## config.mk

```make
export PLATFORM = sky130hd
export DESIGN_NAME = cassette_xfer_ctrl
export DESIGN_NICKNAME = d
export VERILOG_FILES = /design/src/cassette_xfer_ctrl.v
export VERILOG_INCLUDE_DIRS = /design/src
export SDC_FILE = /design/constraint.sdc
export NUM_CORES = 1
export LEC_CHECK = 0
export BUFFER_PORTS_ARGS = -buffer_cell sky130_fd_sc_hd__buf_2
export CAP_MARGIN = 20
export CORE_MARGIN = 2
export CORE_UTILIZATION = 55
export CTS_BUF_LIST = sky130_fd_sc_hd__clkbuf_4
export CTS_CLUSTER_DIAMETER = 200
export DETAILED_ROUTE_END_ITERATION = 8
export GPL_TIMING_DRIVEN = 1
export PLACE_DENSITY = 0.85
export SYNTH_ARGS = -nofsm -noshare
export SYNTH_HDL_FRONTEND = slang
export SYNTH_SLANG_ARGS = --single-unit
```

## constraint.sdc

```tcl
create_clock -name CLOCK -period 47.3 [get_ports CLOCK]
set_clock_uncertainty 0.05 [all_clocks]
set_input_delay 4.73 -clock CLOCK [delete_from_list [all_inputs] [get_ports CLOCK]]
set_output_delay 4.73 -clock CLOCK [all_outputs]
set_load 0.05 [all_outputs]
```

## src/cassette_xfer_consts.vh

```
`ifndef CASSETTE_XFER_CONSTS_VH
`define CASSETTE_XFER_CONSTS_VH
// Register byte addresses
`define ADDR_CTRL        4'h0
`define ADDR_STATUS      4'h4
`define ADDR_CONFIG      4'h8
`define ADDR_DISPLAY     4'hc
// Control register fields (write starts a command)
`define CTRL_CMD_LSB     0
`define CTRL_CMD_MSB     2
`define CTRL_SEL_LSB     8
`define CTRL_SEL_MSB     14
// Command codes
`define CMD_NONE         3'h0
`define CMD_WRITE        3'h1
`define CMD_READ         3'h2
`define CMD_COMPARE      3'h3
`define CMD_FORMAT       3'h4
// Config register fields
`define CFG_PW_EN        0
`define CFG_NO_DUP       1
`define CFG_NO_OVR       2
`define CFG_EXT_PW       3
`define CFG_RESET        4'h0
// Status register fields
`define ST_BUSY          0
`define ST_DONE          1
`define ST_FAIL          2
`define ST_REJECT        3
`define ST_AUTO_DONE     4
`define ST_MODE_LSB      8
// Operating modes
`define MODE_PROGRAM     2'h0
`define MODE_MONITOR     2'h1
`define MODE_RUN         2'h2
// Display codes
`define DISP_BLANK       8'hff
`define DISP_END         8'he0
`define DISP_ERR         8'hee
// Timing
`define CLK_HZ           20000000
`define SHOW_TIME_S      5
`define SHOW_CYCLES      (`CLK_HZ * `SHOW_TIME_S)
`define FLASH_CYCLES     (`CLK_HZ / 4)
`define ALL_AREAS        7'h7f
`endif

```

## src/cassette_xfer_ctrl.v

```verilog
// Our own choices: register access over Avalon-MM and the register addresses.
`include "cassette_xfer_consts.vh"

module cassette_xfer_ctrl #(
   parameter AREAS       = 7,
   parameter WORD_COUNT  = 16,
   parameter SHOW_CYCLES = `SHOW_CYCLES,
   parameter FLASH_CYC   = `FLASH_CYCLES,
   parameter EXT_PW_OK   = 1'b0
) (
   // Clock and reset
   input  wire        CLOCK,
   input  wire        RST,
   // Avalon-MM slave
   input  wire [3:0]  AVS_ADDRESS,
   input  wire        AVS_READ,
   input  wire        AVS_WRITE,
   input  wire [31:0] AVS_WRITEDATA,
   output reg  [31:0] AVS_READDATA,
   output reg         AVS_WAITREQUEST,
   // Switches and cassette presence
   input  wire        WRITE_PROTECT_SWITCH,
   input  wire        STARTUP_LOAD_SWITCH,
   input  wire        CASSETTE_PRESENT,
   input  wire        CASSETTE_EXT_PW,
   input  wire [6:0]  CASSETTE_VALID,
   // Operating mode request
   input  wire [1:0]  MODE_REQ,
   output reg  [1:0]  MODE,
   // Word stream to memories
   output reg         MEM_REQ,
   output reg         MEM_WE_CASSETTE,
   output reg         MEM_WE_INTERNAL,
   output reg         MEM_ERASE,
   output reg  [2:0]  MEM_AREA,
   output reg  [15:0] MEM_ADDR,
   input  wire        MEM_MISMATCH,
   input  wire        MEM_ERROR,
   // Indicators and analog
   input  wire        IO_HOLD_FLAG,
   input  wire [11:0] ANALOG_IN,
   output reg  [11:0] ANALOG_OUT,
   output reg         ANALOG_CTRL_EN,
   output reg         BACKUP_ACTIVITY_INDICATOR,
   output reg  [7:0]  SEG_DISPLAY
);

   localparam S_IDLE = 2'h0;
   localparam S_RUN  = 2'h1;
   localparam S_SHOW = 2'h2;

   reg [1:0]  state_r;
   reg [2:0]  cmd_r;
   reg [6:0]  mask_r;
   reg [2:0]  area_r;
   reg [15:0] addr_r;
   reg [3:0]  cfg_r;
   reg        done_r;
   reg        fail_r;
   reg        reject_r;
   // Power-up values: armed at power-on, never touched by warm reset
   reg        auto_done_r  = 1'b0;
   reg        auto_armed_r = 1'b1;
   reg        boot_r;
   reg        held_r;
   reg [11:0] hold_val_r;
   reg [31:0] show_cnt_r;
   reg [31:0] flash_cnt_r;
   reg        flash_on_r;
   reg [7:0]  show_code_r;
   reg        is_auto_r;

   wire [2:0] cmd_in = AVS_WRITEDATA[`CTRL_CMD_MSB:`CTRL_CMD_LSB];
   wire [6:0] sel_in = AVS_WRITEDATA[`CTRL_SEL_MSB:`CTRL_SEL_LSB];
   wire       wr_ctrl = AVS_WRITE && !AVS_WAITREQUEST &&
                        AVS_ADDRESS == `ADDR_CTRL;
   wire       pw_en  = cfg_r[`CFG_PW_EN];
   wire       up_ok  = !(pw_en && cfg_r[`CFG_NO_DUP]);
   wire       dn_ok  = !WRITE_PROTECT_SWITCH &&
                       !(pw_en && cfg_r[`CFG_NO_OVR]);
   wire       cmd_ok = (cmd_in == `CMD_WRITE && up_ok) ||
                       (cmd_in == `CMD_READ && dn_ok) ||
                       cmd_in == `CMD_COMPARE || cmd_in == `CMD_FORMAT;
   wire       accept = wr_ctrl && state_r == S_IDLE &&
                       MODE == `MODE_PROGRAM &&
                       CASSETTE_PRESENT && cmd_ok;
   // Startup load needs program image, no unsupported passwords
   wire       auto_ok = CASSETTE_PRESENT && CASSETTE_VALID[0] &&
                        !WRITE_PROTECT_SWITCH &&
                        !(CASSETTE_EXT_PW && !EXT_PW_OK);
   wire       area_on = mask_r[area_r];
   wire       last_w  = addr_r == WORD_COUNT - 1;
   wire       last_a  = area_r == AREAS - 1;
   wire       fault   = MEM_ERROR || !CASSETTE_PRESENT ||
                        (cmd_r == `CMD_COMPARE && MEM_MISMATCH);
   wire [31:0] total  = AREAS * WORD_COUNT;
   wire [31:0] done_w = area_r * WORD_COUNT + addr_r;
   wire [31:0] pct    = ((total - done_w) * 100) / total;

   always @(posedge CLOCK) begin
      if (RST) begin
         state_r         <= S_IDLE;
         cmd_r           <= `CMD_NONE;
         mask_r          <= 7'h00;
         area_r          <= 3'h0;
         addr_r          <= 16'h0000;
         cfg_r           <= `CFG_RESET;
         done_r          <= 1'b0;
         fail_r          <= 1'b0;
         reject_r        <= 1'b0;
         is_auto_r       <= 1'b0;
         boot_r          <= 1'b1;
         held_r          <= 1'b0;
         hold_val_r      <= 12'h000;
         show_cnt_r      <= 32'h0;
         flash_cnt_r     <= 32'h0;
         flash_on_r      <= 1'b0;
         show_code_r     <= `DISP_BLANK;
         MODE            <= `MODE_PROGRAM;
         MEM_REQ         <= 1'b0;
         MEM_WE_CASSETTE <= 1'b0;
         MEM_WE_INTERNAL <= 1'b0;
         MEM_ERASE       <= 1'b0;
         MEM_AREA        <= 3'h0;
         MEM_ADDR        <= 16'h0000;
         ANALOG_OUT      <= 12'h000;
         ANALOG_CTRL_EN  <= 1'b0;
         BACKUP_ACTIVITY_INDICATOR <= 1'b0;
         SEG_DISPLAY     <= `DISP_BLANK;
      end else begin
         boot_r <= 1'b0;
         // Mode changes refused while an operation runs
         if (state_r != S_RUN)
            MODE <= MODE_REQ;
         if (AVS_WRITE && !AVS_WAITREQUEST &&
             AVS_ADDRESS == `ADDR_CONFIG)
            cfg_r <= AVS_WRITEDATA[3:0];
         if (wr_ctrl)
            reject_r <= !accept;
         // Analog control: stopped during operation, hold restored after
         if (state_r == S_RUN) begin
            ANALOG_CTRL_EN <= 1'b0;
            ANALOG_OUT     <= 12'h000;
         end else if (held_r) begin
            ANALOG_CTRL_EN <= 1'b1;
            ANALOG_OUT     <= hold_val_r;
            held_r         <= IO_HOLD_FLAG;
         end else begin
            ANALOG_CTRL_EN <= 1'b1;
            ANALOG_OUT     <= ANALOG_IN;
         end
         MEM_REQ         <= 1'b0;
         MEM_WE_CASSETTE <= 1'b0;
         MEM_WE_INTERNAL <= 1'b0;
         MEM_ERASE       <= 1'b0;
         case (state_r)
            S_IDLE: begin
               // Startup load only on the first cycle after reset
               if (boot_r && STARTUP_LOAD_SWITCH && auto_armed_r) begin
                  if (auto_ok) begin
                     cmd_r  <= `CMD_READ;
                     mask_r <= CASSETTE_VALID;
                     is_auto_r <= 1'b1;
                     state_r <= S_RUN;
                  end else begin
                     fail_r <= 1'b1;
                     show_code_r <= `DISP_ERR;
                     state_r <= S_SHOW;
                  end
               end else if (accept) begin
                  cmd_r <= cmd_in;
                  is_auto_r <= 1'b0;
                  if (cmd_in == `CMD_COMPARE || cmd_in == `CMD_FORMAT)
                     mask_r <= `ALL_AREAS;
                  else
                     mask_r <= sel_in;
                  done_r <= 1'b0;
                  fail_r <= 1'b0;
                  state_r <= S_RUN;
               end
               if ((boot_r && STARTUP_LOAD_SWITCH && auto_armed_r) || accept)
               begin
                  area_r <= 3'h0;
                  addr_r <= 16'h0000;
                  held_r <= IO_HOLD_FLAG;
                  hold_val_r <= ANALOG_OUT;
               end
            end
            S_RUN: begin
               BACKUP_ACTIVITY_INDICATOR <= 1'b1;
               SEG_DISPLAY <= pct[7:0];
               if (fault && MEM_REQ) begin
                  fail_r <= 1'b1;
                  show_code_r <= `DISP_ERR;
                  state_r <= S_SHOW;
               end else begin
                  if (area_on) begin
                     MEM_REQ  <= 1'b1;
                     MEM_AREA <= area_r;
                     MEM_ADDR <= addr_r;
                     MEM_WE_CASSETTE <= cmd_r == `CMD_WRITE;
                     MEM_WE_INTERNAL <= cmd_r == `CMD_READ;
                     MEM_ERASE       <= cmd_r == `CMD_FORMAT;
                  end
                  if (!area_on || last_w) begin
                     addr_r <= 16'h0000;
                     area_r <= area_r + 3'h1;
                     if (last_a) begin
                        done_r <= 1'b1;
                        show_code_r <= `DISP_END;
                        state_r <= S_SHOW;
                     end
                  end else
                     addr_r <= addr_r + 16'h0001;
               end
               show_cnt_r  <= 32'h0;
               flash_cnt_r <= 32'h0;
               flash_on_r  <= 1'b1;
            end
            S_SHOW: begin
               BACKUP_ACTIVITY_INDICATOR <= 1'b0;
               // Last word is answered after the run state has ended
               if (MEM_REQ && fault) begin
                  done_r      <= 1'b0;
                  fail_r      <= 1'b1;
                  show_code_r <= `DISP_ERR;
               end
               SEG_DISPLAY <= flash_on_r ? show_code_r : `DISP_BLANK;
               if (flash_cnt_r == FLASH_CYC - 1) begin
                  flash_cnt_r <= 32'h0;
                  flash_on_r  <= !flash_on_r;
               end else
                  flash_cnt_r <= flash_cnt_r + 32'h1;
               if (show_cnt_r == SHOW_CYCLES - 1) begin
                  SEG_DISPLAY <= `DISP_BLANK;
                  state_r <= S_IDLE;
               end else
                  show_cnt_r <= show_cnt_r + 32'h1;
            end
            default: state_r <= S_IDLE;
         endcase
      end
   end

   // Startup-load latch survives warm reset; re-armed only with switch off, cleared when the startup load runs
   always @(posedge CLOCK) begin
      if (!STARTUP_LOAD_SWITCH)
         auto_armed_r <= 1'b1;
      else if (state_r == S_RUN && is_auto_r)
         auto_armed_r <= 1'b0;
      auto_done_r <= !auto_armed_r;
   end

   // Bus slave: one wait cycle per access, then answer
   always @(posedge CLOCK) begin
      if (RST) begin
         AVS_WAITREQUEST <= 1'b1;
         AVS_READDATA    <= 32'h0;
      end else begin
         AVS_WAITREQUEST <= !((AVS_READ || AVS_WRITE) && AVS_WAITREQUEST);
         if (AVS_READ && AVS_WAITREQUEST) begin
            case (AVS_ADDRESS)
               `ADDR_CTRL:    AVS_READDATA <= {17'h0, mask_r, 5'h0, cmd_r};
               `ADDR_STATUS:  AVS_READDATA <= {22'h0, MODE, 3'h0,
                                 auto_done_r, reject_r, fail_r, done_r,
                                 state_r == S_RUN};
               `ADDR_CONFIG:  AVS_READDATA <= {28'h0, cfg_r};
               `ADDR_DISPLAY: AVS_READDATA <= {24'h0, SEG_DISPLAY};
               default:       AVS_READDATA <= 32'h0;
            endcase
         end
      end
   end

endmodule // cassette_xfer_ctrl

```

==> reports/metrics.cfg <==
[detailed_routing]
drt_drc_violations_left = 0
routed_wl_um = 63500
num_vias = 21687
drt_iter0_markers = 1928
drt.antenna.violating_nets = 0
ratio_of_routed_vias_to_standard_cells = 6.54
wire_per_inst_um = 19.1
first_pass_iters = 8

[worst_setup_path]
cp.depth = 83
critPathBufInv = 2
start_kind = register
crit_required_ps = 47820
critPathTopFamily = compound AO/OA/AOI/OAI gates
cp_data_arrival_time_ps = 28140
critical-path-slowest-cell = sky130_fd_sc_hd__or4_1
cp_common_cell = sky130_fd_sc_hd__a21oi_1
setup.worst_path.end_class = register
stage_delay_of_the_slowest_cell_on_the_critical_path_ps = 750
path_class = reg -> reg
worst_r2r_path_depth = 83
path_max_fanout = 20

[clock_tree]
root_buffer = sky130_fd_sc_hd__clkbuf_4
postCtsSetupBuffers = 0
ctsHtreeMaxLevel = 4
cts.reportedPaths.clkPinSlew_ps = 180
worst_skew_pair.late_latency_ps = 630
tritoncts.num_buffers = 17
cts-resized-gates = 0
clock_tree_from_tritoncts = built
post_cts_hold_buffer_count = 0
max-clock-path-buffers = 2
numClockSinks = 185

[run_status]
outcome = finished clean

[synth]
synth.distinct_cells = 140
synth_edf_count = 0
postSynth.topFlopCell = sky130_fd_sc_hd__dfxtp_1
area_share_of_the_largest_cell_type_after_synthesis = 0.178
syn-instance-count = 2747
yosys-top-cells-count = sky130_fd_sc_hd__nor2_1 (334), sky130_fd_sc_hd__nand2_1 (231), sky130_fd_sc_hd__dfxtp_1 (185), sky130_fd_sc_hd__a21oi_1 (163), sky130_fd_sc_hd__xnor2_1 (125)
yosys.cell_count.top_type = sky130_fd_sc_hd__nor2_1
yosys-top-cells-area = sky130_fd_sc_hd__dfxtp_1 (18%), sky130_fd_sc_hd__nor2_1 (6.0%), sky130_fd_sc_hd__ha_1 (5.7%)
post-synth-top-area-cell = sky130_fd_sc_hd__dfxtp_1
average_footprint_of_a_synthesized_cell_sq_um = 7.56
async_reset_ff_frac = 0
synth_area_sq_mm = 0.0208
ys.warnings.count = 0
seq_area_frac_synth = 0.178
number_of_synthesized_register_bits = 185

[sta]
finalHoldViolations = 0
final_max_slew_viol_count = 0
timing.final.crit_period_ps = 27620
worstMarginPinSlew_ps = 1060
worst_slack_ps = 19680
final_min_period_over_clock_period = 0.584
totalNegativeSetupSlack_ps = 0
max_slew_margin = 0.290
setup-violations-final = 0
rsz0062_at_grt = no
fmax_mhz = 36.2

[placed_design]
preCtsSetupSlack_ps = 20120
buffer_ports.inserted = 109
gp_congestion = 0.944
dp_hpwl_um = 49700
dpl.cell_count = 3283

[layout]
stdcell_count = 3318
n_fill_cell = 3370
layout.nets = 2974
final_util = 0.588
area_growth_pct = 5.88
drive_above_1_share = 0.109
ff_latch_area_sq_mm = 0.00370
multiInputGateArea_sq_mm = 0.0162

[global_routing]
via_count_of_the_first_global_routing_pass = 20628
grt_antenna_before_repair = 1
grt_start_max_net_pins = 51
grt_usage = 0.317
globalRoute.totalOverflow = 0
grt_pass1_wl_um = 103000

[floorplan]
die_h_um = 198
core_area_sq_mm = 0.0374
std_cell_rows = 71
ios = 148
initial_util = 0.555
die_w_um = 198
design.die.area_sq_mm = 0.0393

[min_path]
whs_path_depth = 1
hold_path_class = reg -> reg

[run]
cap_violations = 0

placed cells by master (no fill, tap or decap), types with 13 or more instances in the layout:
cell type / count
sky130_fd_sc_hd__o211ai_1: 45
sky130_fd_sc_hd__mux2_2: 18
sky130_fd_sc_hd__nor2_1: 334
sky130_fd_sc_hd__and2_1: 46
sky130_fd_sc_hd__o21ai_0: 90
sky130_fd_sc_hd__fa_1: 17
sky130_fd_sc_hd__and3_1: 43
sky130_fd_sc_hd__o22ai_1: 13
sky130_fd_sc_hd__a21o_1: 33
sky130_fd_sc_hd__xor2_1: 93
sky130_fd_sc_hd__a22oi_1: 19
sky130_fd_sc_hd__nor2b_1: 16
sky130_fd_sc_hd__dfxtp_1: 185
sky130_fd_sc_hd__o21a_1: 31
sky130_fd_sc_hd__o21ai_1: 44
sky130_fd_sc_hd__nand2_1: 231
sky130_fd_sc_hd__a31oi_1: 32
sky130_fd_sc_hd__xnor2_1: 125
sky130_fd_sc_hd__nand2b_1: 25
sky130_fd_sc_hd__or2_2: 26
sky130_fd_sc_hd__o31ai_1: 17
sky130_fd_sc_hd__and4_1: 22
sky130_fd_sc_hd__inv_1: 111
sky130_fd_sc_hd__conb_1: 17
sky130_fd_sc_hd__o211a_1: 15
sky130_fd_sc_hd__nor3_1: 75
sky130_fd_sc_hd__nand3_1: 111
sky130_fd_sc_hd__nand4_1: 49
sky130_fd_sc_hd__mux2i_1: 58
sky130_fd_sc_hd__buf_2: 109
sky130_fd_sc_hd__a211oi_1: 49
sky130_fd_sc_hd__buf_4: 13
sky130_fd_sc_hd__clkbuf_4: 17
sky130_fd_sc_hd__nor4_1: 32
sky130_fd_sc_hd__or3_1: 33
sky130_fd_sc_hd__a21oi_1: 163
sky130_fd_sc_hd__ha_1: 95
sky130_fd_sc_hd__o221ai_1: 13
layer usage:
layer / vias to the layer above / GRT usage / share of wire / wire length [um]
li1: 10264 / - / - / -
met1: 10342 / 0.390 / 0.42 / 26400
met2: 915 / 0.555 / 0.48 / 30500
met3: 166 / 0.0397 / 0.067 / 4240
met4: 0 / 0.138 / 0.037 / 2350
met5: - / 0 / 0 / 0
sequential cells by signal, summed over array words and instances (netlist names), 3 cells and up:
name,count
ANALOG_OUT,12
AVS_READDATA,15
MEM_ADDR,16
MEM_AREA,3
SEG_DISPLAY,8
addr_r,16
area_r,3
cfg_r,4
cmd_r,3
flash_cnt_r,32
hold_val_r,12
mask_r,7
show_cnt_r,32
final cells by class:
class                   count  share of cell area
multi-input cells        2353               0.735
repair buffers            124              0.0310
diodes                      1            0.000114
clock inverters            14              0.0108
inverters                 113              0.0193
well taps                 511              0.0291
flip-flops and latches    185               0.169
clock buffers              17             0.00581
cells by family (layout without fill, tap and decap cells):
kind of cell / after synthesis / count (layout) / share of synthesized area
xor gates and xnor gates: 227 / 227 / 0.100
muxes: 82 / 82 / 0.0437
and+or+nand+nor: 1143 / 1143 / 0.283
buffers and inverters: 225 / 268 / 0.0461
AOI/OAI and AO/OA: 768 / 768 / 0.273
DFF: 185 / 185 / 0.178
adders and majority gates: 116 / 116 / 0.0756
other: 1 / 18 / 0.000181
through the flow:
step | cell area, sq um | hold WS [ps]
global route | 22000 | 399
detailed placement | 21600 | 361
global placement | 21600 | 343
finish | 22000 | 360
floorplan | 20800 | 325
CTS | 21900 | 364
final timing paths:
path / start / end / slack (ps)
worst max-delay path: addr_r[0]$_SDFFE_PP0P_ / SEG_DISPLAY[0]$_SDFFE_PP1P_ / 19680
worst min-delay path: auto_armed_r$_SDFFE_PN1P_ / auto_done_r$_DFF_P_ / 360
worst max register to register: addr_r[0]$_SDFFE_PP0P_ / SEG_DISPLAY[0]$_SDFFE_PP1P_ / 19680
worst min register to register: auto_armed_r$_SDFFE_PN1P_ / auto_done_r$_DFF_P_ / 360
Power is not shown: default switching activity piles up to over one toggle a cycle in this logic, so the estimate is an artifact.
